$ cat config.mk
export PLATFORM = sky130hd
export DESIGN_NAME = pmbs_pin_mux
export DESIGN_NICKNAME = d
export VERILOG_FILES = /design/src/hw/pmbs_fast_io.v /design/src/hw/pmbs_pin_mux.v
export VERILOG_INCLUDE_DIRS = /design/src /design/src/common
export SDC_FILE = /design/constraint.sdc
export NUM_CORES = 1
export LEC_CHECK = 0
export ABC_AREA = 1
export BUFFER_PORTS_ARGS = -buffer_cell sky130_fd_sc_hd__buf_2
export CAP_MARGIN = 20
export CORE_MARGIN = 5
export CORE_UTILIZATION = 49
export DETAILED_ROUTE_END_ITERATION = 10
export HOLD_SLACK_MARGIN = 0.03
export PLACE_DENSITY = 0.83
export SLEW_MARGIN = 20
export SYNTH_ARGS = -nofsm -noshare
export SYNTH_HDL_FRONTEND = slang
export SYNTH_HIERARCHICAL = 1
export SYNTH_SLANG_ARGS = --single-unit
$ cat constraint.sdc
create_clock -name clk -period 1.3 [get_ports clk]
set_clock_uncertainty 0.1 [all_clocks]
set_input_delay 0.065 -clock clk [delete_from_list [all_inputs] [get_ports clk]]
set_output_delay 0.065 -clock clk [all_outputs]
set_load 0.05 [all_outputs]
$ cat src/common/pmbs_defines.vh
`ifndef PMBS_DEFINES_VH
`define PMBS_DEFINES_VH

// Mux select codes per pin (2 bits each)
`define PMBS_SEL_FN1       2'h0
`define PMBS_SEL_FN2       2'h1
`define PMBS_SEL_FN3       2'h2
`define PMBS_SEL_W         2

// Fast I/O port
`define PMBS_IO_W          16
`define PMBS_PIN_N         10

// Fast I/O operation codes
`define PMBS_OP_WRITE      2'h0
`define PMBS_OP_SET        2'h1
`define PMBS_OP_CLEAR      2'h2
`define PMBS_OP_TOGGLE     2'h3

// External interrupt trigger modes
`define PMBS_TRIG_RISE     2'h0
`define PMBS_TRIG_FALL     2'h1
`define PMBS_TRIG_HIGH     2'h2
`define PMBS_TRIG_LOW      2'h3

// External interrupt priority level
`define PMBS_IRQ_LEVEL     3'h7

// Boot strap sampling: cycles after reset release
`define PMBS_STRAP_DELAY   4'h2

`endif

$ cat src/hw/pmbs_fast_io.v
`timescale 1ns/1ns
`include "pmbs_defines.vh"

// Fast general purpose I/O register with single-cycle write/set/clear/toggle
module pmbs_fast_io #(
	parameter W = `PMBS_IO_W
) (
	// Clock and reset
	input  wire         clk,
	input  wire         reset,
	// CPU access
	input  wire         op_valid,
	input  wire [1:0]   op_code,
	input  wire [W-1:0] op_data,
	// Port value
	output reg  [W-1:0] port_reg
);

	reg [W-1:0] port_next;

	always @* begin
		port_next = port_reg;
		if (op_valid) begin
			case (op_code)
				`PMBS_OP_WRITE:  port_next = op_data;
				`PMBS_OP_SET:    port_next = port_reg | op_data;
				`PMBS_OP_CLEAR:  port_next = port_reg & ~op_data;
				`PMBS_OP_TOGGLE: port_next = port_reg ^ op_data;
				default:         port_next = port_reg;
			endcase
		end
	end

	always @(posedge clk) begin
		if (reset) begin
			port_reg <= {W{1'b0}};
		end else begin
			port_reg <= port_next;
		end
	end

endmodule

$ cat src/hw/pmbs_pin_mux.v
`timescale 1ns/1ns
`include "pmbs_defines.vh"

// Contract
// - After reset every multiplexed pin takes its first function.
// - Ten pins shared between fast I/O bits and alternates, one driver each.
// - Fast I/O port is 16 bits, write/set/clear/toggle, low ten bits reach pins.
// - Debug pin sampled at start-up: high runs normally, low enters debug.
// - In debug state the debug pin is a bidirectional single-wire port.
// - Select pin level at start-up: low picks SPI slave, high I2C slave.
// - Reset pin open-drain with pull-up, input after power-up, optionally bidirectional.
// - Device may drive reset pin low when enabled, never as power-on reset.
// - External interrupt wakes from deep sleep; rise, fall, high or low trigger.
// - External interrupt is delivered at priority level seven.
// - Slave-port interrupt output flags host when a response is ready.
// - ADC converts pos minus neg analog pins at accelerometer sample rate.
// - Delay-block outputs drive their pins when selected.
// - Timer channels zero and one reach their pins as bidirectional I/O.
// - Host control via slave SPI (clock, in, out, select) or slave I2C.
// - Slave interfaces stay routed at all times, deep sleep included, except SPI select, routed only when pin 3 takes its third function.
module pmbs_pin_mux #(
	parameter IO_W  = `PMBS_IO_W,
	parameter PIN_N = `PMBS_PIN_N
) (
	// Clock and reset
	input  wire              clk,
	input  wire              reset,
	// Mux selects, two bits per pin, pin n at [2n+1:2n]
	input  wire [2*PIN_N-1:0] mux_sel,
	// Fast I/O CPU access
	input  wire              io_op_valid,
	input  wire [1:0]        io_op_code,
	input  wire [IO_W-1:0]   io_op_data,
	input  wire [PIN_N-1:0]  io_dir,
	output reg  [IO_W-1:0]   io_read_reg,
	// Pads
	input  wire [PIN_N-1:0]  pad_in,
	output reg  [PIN_N-1:0]  pad_out_reg,
	output reg  [PIN_N-1:0]  pad_oe_reg,
	// Reset pin (open drain)
	input  wire              reset_n_pin_in,
	output reg               reset_n_pin_out_reg,
	output reg               reset_n_pin_oe_reg,
	input  wire              reset_pin_bidir_en,
	input  wire              ext_reset_req,
	output reg               ext_reset_detect_reg,
	// Boot straps
	output reg               strap_done_reg,
	output reg               background_debug_state_reg,
	output reg               slave_spi_mode_reg,
	// Debug single wire
	input  wire              dbg_out,
	input  wire              dbg_oe,
	output reg               dbg_in_reg,
	// Slave I2C (open drain)
	input  wire              slave_i2c_clock_oe,
	input  wire              slave_i2c_data_oe,
	output reg               slave_i2c_clock_reg,
	output reg               slave_i2c_data_reg,
	// Slave SPI
	input  wire              spi_data_out,
	input  wire              spi_data_out_en,
	output reg               spi_clock_reg,
	output reg               spi_data_in_reg,
	output reg               spi_select_n_reg,
	// Master I2C (open drain)
	input  wire              master_i2c_clock_oe,
	input  wire              master_i2c_data_oe,
	output reg               master_i2c_clock_reg,
	output reg               master_i2c_data_reg,
	// External interrupt
	input  wire [1:0]        ext_irq_trigger,
	input  wire              ext_irq_clear,
	output reg               ext_irq_reg,
	output reg  [2:0]        ext_irq_level_reg,
	output reg               wake_reg,
	// Slave-port interrupt, delay block, timer
	input  wire              response_ready,
	input  wire              delay_block_out_a,
	input  wire              delay_block_out_b,
	input  wire              timer_channel_zero_out,
	input  wire              timer_channel_zero_oe,
	input  wire              timer_channel_one_out,
	input  wire              timer_channel_one_oe,
	output reg               timer_channel_zero_in_reg,
	output reg               timer_channel_one_in_reg,
	// Analog input routing to ADC
	output reg               adc_diff_en_reg,
	input  wire              sample_strobe,
	output reg               adc_convert_reg
);

	// ************************************************
	// Helpers
	// ************************************************
	function [1:0] sel_of;
		input [2*PIN_N-1:0] s;
		input integer       n;
		begin
			sel_of = s[2*n +: 2];
		end
	endfunction

	wire [IO_W-1:0] fast_io_port;
	reg  [PIN_N-1:0] out_next;
	reg  [PIN_N-1:0] oe_next;
	reg  [3:0]       strap_cnt_reg;
	reg              irq_in_d_reg;
	reg              irq_hit;
	wire [1:0]       s4;
	integer          i;

	pmbs_fast_io #(.W(IO_W)) u_fast_io (
		.clk      (clk),
		.reset    (reset),
		.op_valid (io_op_valid),
		.op_code  (io_op_code),
		.op_data  (io_op_data),
		.port_reg (fast_io_port)
	);

	assign s4 = sel_of(mux_sel, 4);

	// ************************************************
	// Pad output mux
	// ************************************************
	// Every select code not listed leaves the pin undriven
	always @* begin
		for (i = 0; i < PIN_N; i = i + 1) begin
			out_next[i] = fast_io_port[i];
			oe_next[i]  = 1'b0;
		end
		// Pin 0 and 1: slave I2C clock/data, fast I/O, SPI clock/data in
		if (sel_of(mux_sel, 0) == `PMBS_SEL_FN1) begin
			out_next[0] = 1'b0;
			oe_next[0]  = slave_i2c_clock_oe;
		end else if (sel_of(mux_sel, 0) == `PMBS_SEL_FN2) begin
			oe_next[0]  = io_dir[0];
		end
		if (sel_of(mux_sel, 1) == `PMBS_SEL_FN1) begin
			out_next[1] = 1'b0;
			oe_next[1]  = slave_i2c_data_oe;
		end else if (sel_of(mux_sel, 1) == `PMBS_SEL_FN2) begin
			oe_next[1]  = io_dir[1];
		end
		// Pin 2: fast I/O, master I2C clock, SPI data out
		case (sel_of(mux_sel, 2))
			`PMBS_SEL_FN1: oe_next[2] = io_dir[2];
			`PMBS_SEL_FN2: begin
				out_next[2] = 1'b0;
				oe_next[2]  = master_i2c_clock_oe;
			end
			`PMBS_SEL_FN3: begin
				out_next[2] = spi_data_out;
				oe_next[2]  = spi_data_out_en;
			end
			default: oe_next[2] = 1'b0;
		endcase
		// Pin 3: fast I/O, master I2C data, SPI select (input)
		case (sel_of(mux_sel, 3))
			`PMBS_SEL_FN1: oe_next[3] = io_dir[3];
			`PMBS_SEL_FN2: begin
				out_next[3] = 1'b0;
				oe_next[3]  = master_i2c_data_oe;
			end
			default: oe_next[3] = 1'b0;
		endcase
		// Pin 4: fast I/O or interrupt input
		if (s4 == `PMBS_SEL_FN1) begin
			oe_next[4] = io_dir[4];
		end
		// Pin 5: fast I/O, delay block A, slave-port interrupt
		case (sel_of(mux_sel, 5))
			`PMBS_SEL_FN1: oe_next[5] = io_dir[5];
			`PMBS_SEL_FN2: begin
				out_next[5] = delay_block_out_a;
				oe_next[5]  = 1'b1;
			end
			`PMBS_SEL_FN3: begin
				out_next[5] = response_ready;
				oe_next[5]  = 1'b1;
			end
			default: oe_next[5] = 1'b0;
		endcase
		// Pin 6 and 7: fast I/O, analog input, timer channel
		case (sel_of(mux_sel, 6))
			`PMBS_SEL_FN1: oe_next[6] = io_dir[6];
			`PMBS_SEL_FN3: begin
				out_next[6] = timer_channel_zero_out;
				oe_next[6]  = timer_channel_zero_oe;
			end
			default: oe_next[6] = 1'b0;
		endcase
		case (sel_of(mux_sel, 7))
			`PMBS_SEL_FN1: oe_next[7] = io_dir[7];
			`PMBS_SEL_FN3: begin
				out_next[7] = timer_channel_one_out;
				oe_next[7]  = timer_channel_one_oe;
			end
			default: oe_next[7] = 1'b0;
		endcase
		// Pin 8: fast I/O or delay block B
		case (sel_of(mux_sel, 8))
			`PMBS_SEL_FN1: oe_next[8] = io_dir[8];
			`PMBS_SEL_FN2: begin
				out_next[8] = delay_block_out_b;
				oe_next[8]  = 1'b1;
			end
			default: oe_next[8] = 1'b0;
		endcase
		// Pin 9: debug port first; debug state overrides the mux
		if (background_debug_state_reg) begin
			out_next[9] = dbg_out;
			oe_next[9]  = dbg_oe;
		end else if (sel_of(mux_sel, 9) == `PMBS_SEL_FN2) begin
			oe_next[9]  = io_dir[9];
		end
		// Hold all pads released until straps are caught
		if (!strap_done_reg) begin
			oe_next = {PIN_N{1'b0}};
		end
	end

	// ************************************************
	// Pads, straps and inputs
	// ************************************************
	always @(posedge clk) begin
		if (reset) begin
			pad_out_reg                <= {PIN_N{1'b0}};
			pad_oe_reg                 <= {PIN_N{1'b0}};
			io_read_reg                <= {IO_W{1'b0}};
			strap_cnt_reg              <= 4'h0;
			strap_done_reg             <= 1'b0;
			background_debug_state_reg <= 1'b0;
			slave_spi_mode_reg         <= 1'b0;
			dbg_in_reg                 <= 1'b1;
			slave_i2c_clock_reg        <= 1'b1;
			slave_i2c_data_reg         <= 1'b1;
			spi_clock_reg              <= 1'b0;
			spi_data_in_reg            <= 1'b0;
			spi_select_n_reg           <= 1'b1;
			master_i2c_clock_reg       <= 1'b1;
			master_i2c_data_reg        <= 1'b1;
			timer_channel_zero_in_reg  <= 1'b0;
			timer_channel_one_in_reg   <= 1'b0;
			adc_diff_en_reg            <= 1'b0;
			adc_convert_reg            <= 1'b0;
		end else begin
			pad_out_reg <= out_next;
			pad_oe_reg  <= oe_next;
			io_read_reg <= {fast_io_port[IO_W-1:PIN_N], pad_in};
			// Straps sampled once, a few cycles after release
			if (!strap_done_reg) begin
				if (strap_cnt_reg == `PMBS_STRAP_DELAY) begin
					strap_done_reg             <= 1'b1;
					background_debug_state_reg <= ~pad_in[9];
					slave_spi_mode_reg         <= ~pad_in[3];
				end else begin
					strap_cnt_reg <= strap_cnt_reg + 4'h1;
				end
			end
			dbg_in_reg <= pad_in[9];
			// Slave ports always routed, independent of sleep state, except SPI select, routed only when pin 3 takes its third function
			slave_i2c_clock_reg  <= pad_in[0];
			slave_i2c_data_reg   <= pad_in[1];
			spi_clock_reg        <= pad_in[0];
			spi_data_in_reg      <= pad_in[1];
			spi_select_n_reg     <= (sel_of(mux_sel, 3) == `PMBS_SEL_FN3) ? pad_in[3] : 1'b1;
			master_i2c_clock_reg <= pad_in[2];
			master_i2c_data_reg  <= pad_in[3];
			timer_channel_zero_in_reg <= pad_in[6];
			timer_channel_one_in_reg  <= pad_in[7];
			adc_diff_en_reg <= (sel_of(mux_sel, 6) == `PMBS_SEL_FN2) &&
				(sel_of(mux_sel, 7) == `PMBS_SEL_FN2);
			adc_convert_reg <= sample_strobe && adc_diff_en_reg;
		end
	end

	// ************************************************
	// Reset pin
	// ************************************************
	// Power-on reset keeps drive off; input only until enabled
	always @(posedge clk) begin
		if (reset) begin
			reset_n_pin_out_reg  <= 1'b0;
			reset_n_pin_oe_reg   <= 1'b0;
			ext_reset_detect_reg <= 1'b0;
		end else begin
			reset_n_pin_out_reg  <= 1'b0;
			reset_n_pin_oe_reg   <= reset_pin_bidir_en && ext_reset_req;
			// Own drive is not reported as an outside reset
			ext_reset_detect_reg <= !reset_n_pin_in && !reset_n_pin_oe_reg;
		end
	end

	// ************************************************
	// External interrupt
	// ************************************************
	always @* begin
		case (ext_irq_trigger)
			`PMBS_TRIG_RISE: irq_hit = pad_in[4] && !irq_in_d_reg;
			`PMBS_TRIG_FALL: irq_hit = !pad_in[4] && irq_in_d_reg;
			`PMBS_TRIG_HIGH: irq_hit = pad_in[4];
			`PMBS_TRIG_LOW:  irq_hit = !pad_in[4];
			default:         irq_hit = 1'b0;
		endcase
		if (s4 != `PMBS_SEL_FN2) begin
			irq_hit = 1'b0;
		end
	end

	always @(posedge clk) begin
		if (reset) begin
			irq_in_d_reg      <= 1'b0;
			ext_irq_reg       <= 1'b0;
			ext_irq_level_reg <= 3'h0;
			wake_reg          <= 1'b0;
		end else begin
			irq_in_d_reg <= pad_in[4];
			// Set wins over clear
			if (irq_hit) begin
				ext_irq_reg <= 1'b1;
			end else if (ext_irq_clear) begin
				ext_irq_reg <= 1'b0;
			end
			ext_irq_level_reg <= `PMBS_IRQ_LEVEL;
			wake_reg          <= irq_hit;
		end
	end

endmodule

==> metrics.txt <==
mapped cell area=0.00370 sq mm; mux share of post-synthesis cell area=0%; layout cells sized above 1=27.2%; sequential share of power=40.8%; M1 WL=4.42 mm; TritonCTS buffer count=9; CP max stage cell=dfxtp_1; CP Class=flip-flop to flip-flop; core footprint=0.00729 sq mm; GR Util All Layers=24.1%; hold buffers post-CTS=78; Longest Clk Path Bufs=2; Routed Antenna Nets=0; total setup buffers inserted after CTS=0; endpoints failing setup=0; leakage power=0.00285 uW; Tot Pwr=6130 uW; WL/cell=13.9 microns; die width=96.9 microns; final cycle utilization of the critical path=94.8%; unrepaired setup endpoints after global routing=yes; top cell type by total area after synthesis=dfxtp_1; TNS Setup=0 ns; sequential-to-total area share from yosys stat=38.9%; first-pass GRT wire length=19.0 mm; Setup crit end kind=flip-flop; vias per cell=4.84; Detail Placement HPWL=7.04 mm; slowest stage delay, CP=0.40 ns; initial antenna violation count=2; Final nets=829; via count=3,918; vias in the first global route=4,153; largest family of logic cells by synthesized area=simple AND/OR/NAND/NOR gates; Worst Path Required=1.44 ns; Synth Area in Compound Gates=9.22%; CTS tree=built; fmax=812 MHz; max cap viols=0; area delta synth->final=46.7%; failing checks=hold timing; Synth cell types=25; die area=0.00940 sq mm; clock root cell=clkbuf_8; FP Rows=31; top post-synthesis cells by area=dfxtp_1 (39%), ha_1 (14%), nand2_1 (8.9%); ys async rst share=0%; PortBufs=140; Die Span Y=96.9 microns; DR WL met3=801 microns; DRC Markers=0; Buffers & Inverters on Critical Path=1; Post-Place Worst Slack=0.0823 ns; Cells after Synth=493; multi-input logic area=0.00180 sq mm; Syn Area/Cell=7.51 sq um; GRT overflow=0; worst vdd ir=0.641 mV; Clk pwr share=31.6%; PnR worst setup slack=0.0679 ns; number of DRC markers in iteration 0=241; Int Power=4080 uW; Util after Layout=74.5%; ys flop type=dfxtp_1; simple-gate share of the synthesized area=24.4%; EDFF count, synth=0; clk_lat worst skew=0.34 ns; I/O pins=142; minimum clock period=1.23 ns; Critical Path Fanout Max=5; final slew viol count=0; DRT Pass-1 Iters=4; Seq cells post-synth=72; post-synthesis xor/xnor area fraction=0%; Sw Share=33.5%; NetSw=2060 uW; Adder-Cell Fraction of Synth Area=14.2%; arrival time at the worst endpoint=1.37 ns; YS warnings=6; Hold Violations, Final=2; final WL=11.3 mm; final hold slack=-0.0794 ns; Hold Crit Class=input port to flip-flop; Final GP Congestion=0.851; Top delay family on crit path=flip-flops; status=complete, but fails checks; CP Launch Type=flip-flop; met2 WL post-DR=5.66 mm; H-tree depth=3; Filler cells=504; initial core utilization=50.8%; largest net degree at the start of global routing=29; Critical Path, Cell by Cell=inv_1 > ha_1 > nand2_1 > nand3_1 > nand2_1 > nor2_1; Reg clk slew, reported paths=0.08 ns; register area=0.00145 sq mm; CP most frequent cell=nand2_1; clock sinks=72; Top Metal Used=met4; syn nets=618; Power Density=1130 mW/mm^2; share of the synthesized area in the top cell type=38.9%; Comb pwr share=27.6%
-- Yosys cell counts, types with 7 or more instances --
library cell,n
nor3_1,9
nand3_1,43
inv_1,79
buf_4,12
dfxtp_1,72
a21oi_1,31
nor2_1,60
o21ai_0,13
ha_1,42
a21oi_2,7
nand2_1,88
-- cell families after synthesis --
kind of cell               Yosys count
and+or+nand+nor                    211
AOI/OAI and AO/OA                   59
DFF                                 72
buffers and inverters              108
other                                1
adders and majority gates           42
-- path summary, 6_finish.rpt --
check / from / to / slack [ns] / cells after the start
hold reg to reg: reset_n_pin_oe_reg / ext_reset_detect_reg / 0.34 / 1
setup / recovery: strap_cnt_reg[0] / strap_cnt_reg[0] / 0.07 / 6
hold / removal: mux_sel[15] / pad_oe_reg[7] / -0.08 / 3
setup reg to reg: strap_cnt_reg[0] / strap_cnt_reg[0] / 0.07 / 6
-- power groups by stage --
stage	logic [uW]	clock network, uW	registers [uW]
5_1_grt	1870	2060	2520
4_1_cts	1660	1970	2490
2_1_floorplan	710	0	2900
3_3_place_gp	1420	0	2530
3_5_place_dp	1480	0	2540
6_report	1690	1940	2500
-- stage by stage --
stage,area (sq um),std cells
2_1_floorplan,3700,493
4_1_cts,5440,812
3_3_place_gp,4440,718
5_1_grt,5430,810
6_report,5430,810
3_5_place_dp,4440,718
-- repair_timing --
item | 4_1_cts | 5_1_grt
setup endpoints to repair | 0 | 23
resized for setup | 0 | 13
hold endpoints to repair | 51 | 2
-- worst register-to-register path, cell delays in order, from the launching register on --
cell	delay, ns
dfxtp_1	0.40
inv_1	0.06
ha_1	0.20
nand2_1	0.15
nand3_1	0.10
nand2_1	0.08
nor2_1	0.04
-- layout make-up --
| class | instances | share of cell area [%] |
|---|---|---|
| Inverter | 85 | 5.94 |
| Sequential cell | 72 | 26.7 |
| Antenna cell | 2 | 0.0921 |
| Clock inverter | 5 | 1.50 |
| Timing Repair Buffer | 223 | 28.0 |
| Clock buffer | 11 | 2.42 |
| Tap cell | 99 | 2.28 |
| Multi-Input combinational cell | 313 | 33.1 |
-- per-layer routing --
| layer | track usage, % | vias to the layer above |
|---|---|---|
| met4 | 11.7 | 0 |
| met5 | 0 | - |
| met2 | 42.9 | 154 |
| met1 | 26.4 | 1785 |
| met3 | 6.40 | 32 |
| li1 | - | 1947 |
-- layout by cell type, fill, tap and decap left out --
cell type	instances
buf_4	8
dfxtp_1	64
bufinv_16	2
nor3_1	8
nand2_2	2
dlygate4sd3_1	74
buf_2	140
clkbuf_8	9
inv_4	1
conb_1	1
nor2_4	2
clkinv_4	1
nand3_1	43
o21bai_1	4
nand2_1	88
dfxtp_2	8
a211oi_1	2
ha_4	1
nand3b_1	5
buf_12	1
ha_1	41
clkinvlp_4	1
nand4_1	1
o211ai_1	2
inv_1	78
inv_2	5
o21ai_0	13
nor2_1	60
a21oi_1	30
diode_2	2
clkinv_2	2
a21oi_2	8
nor3_2	2
clkbuf_1	2
Note: power is estimated with default switching activity, not from simulation.
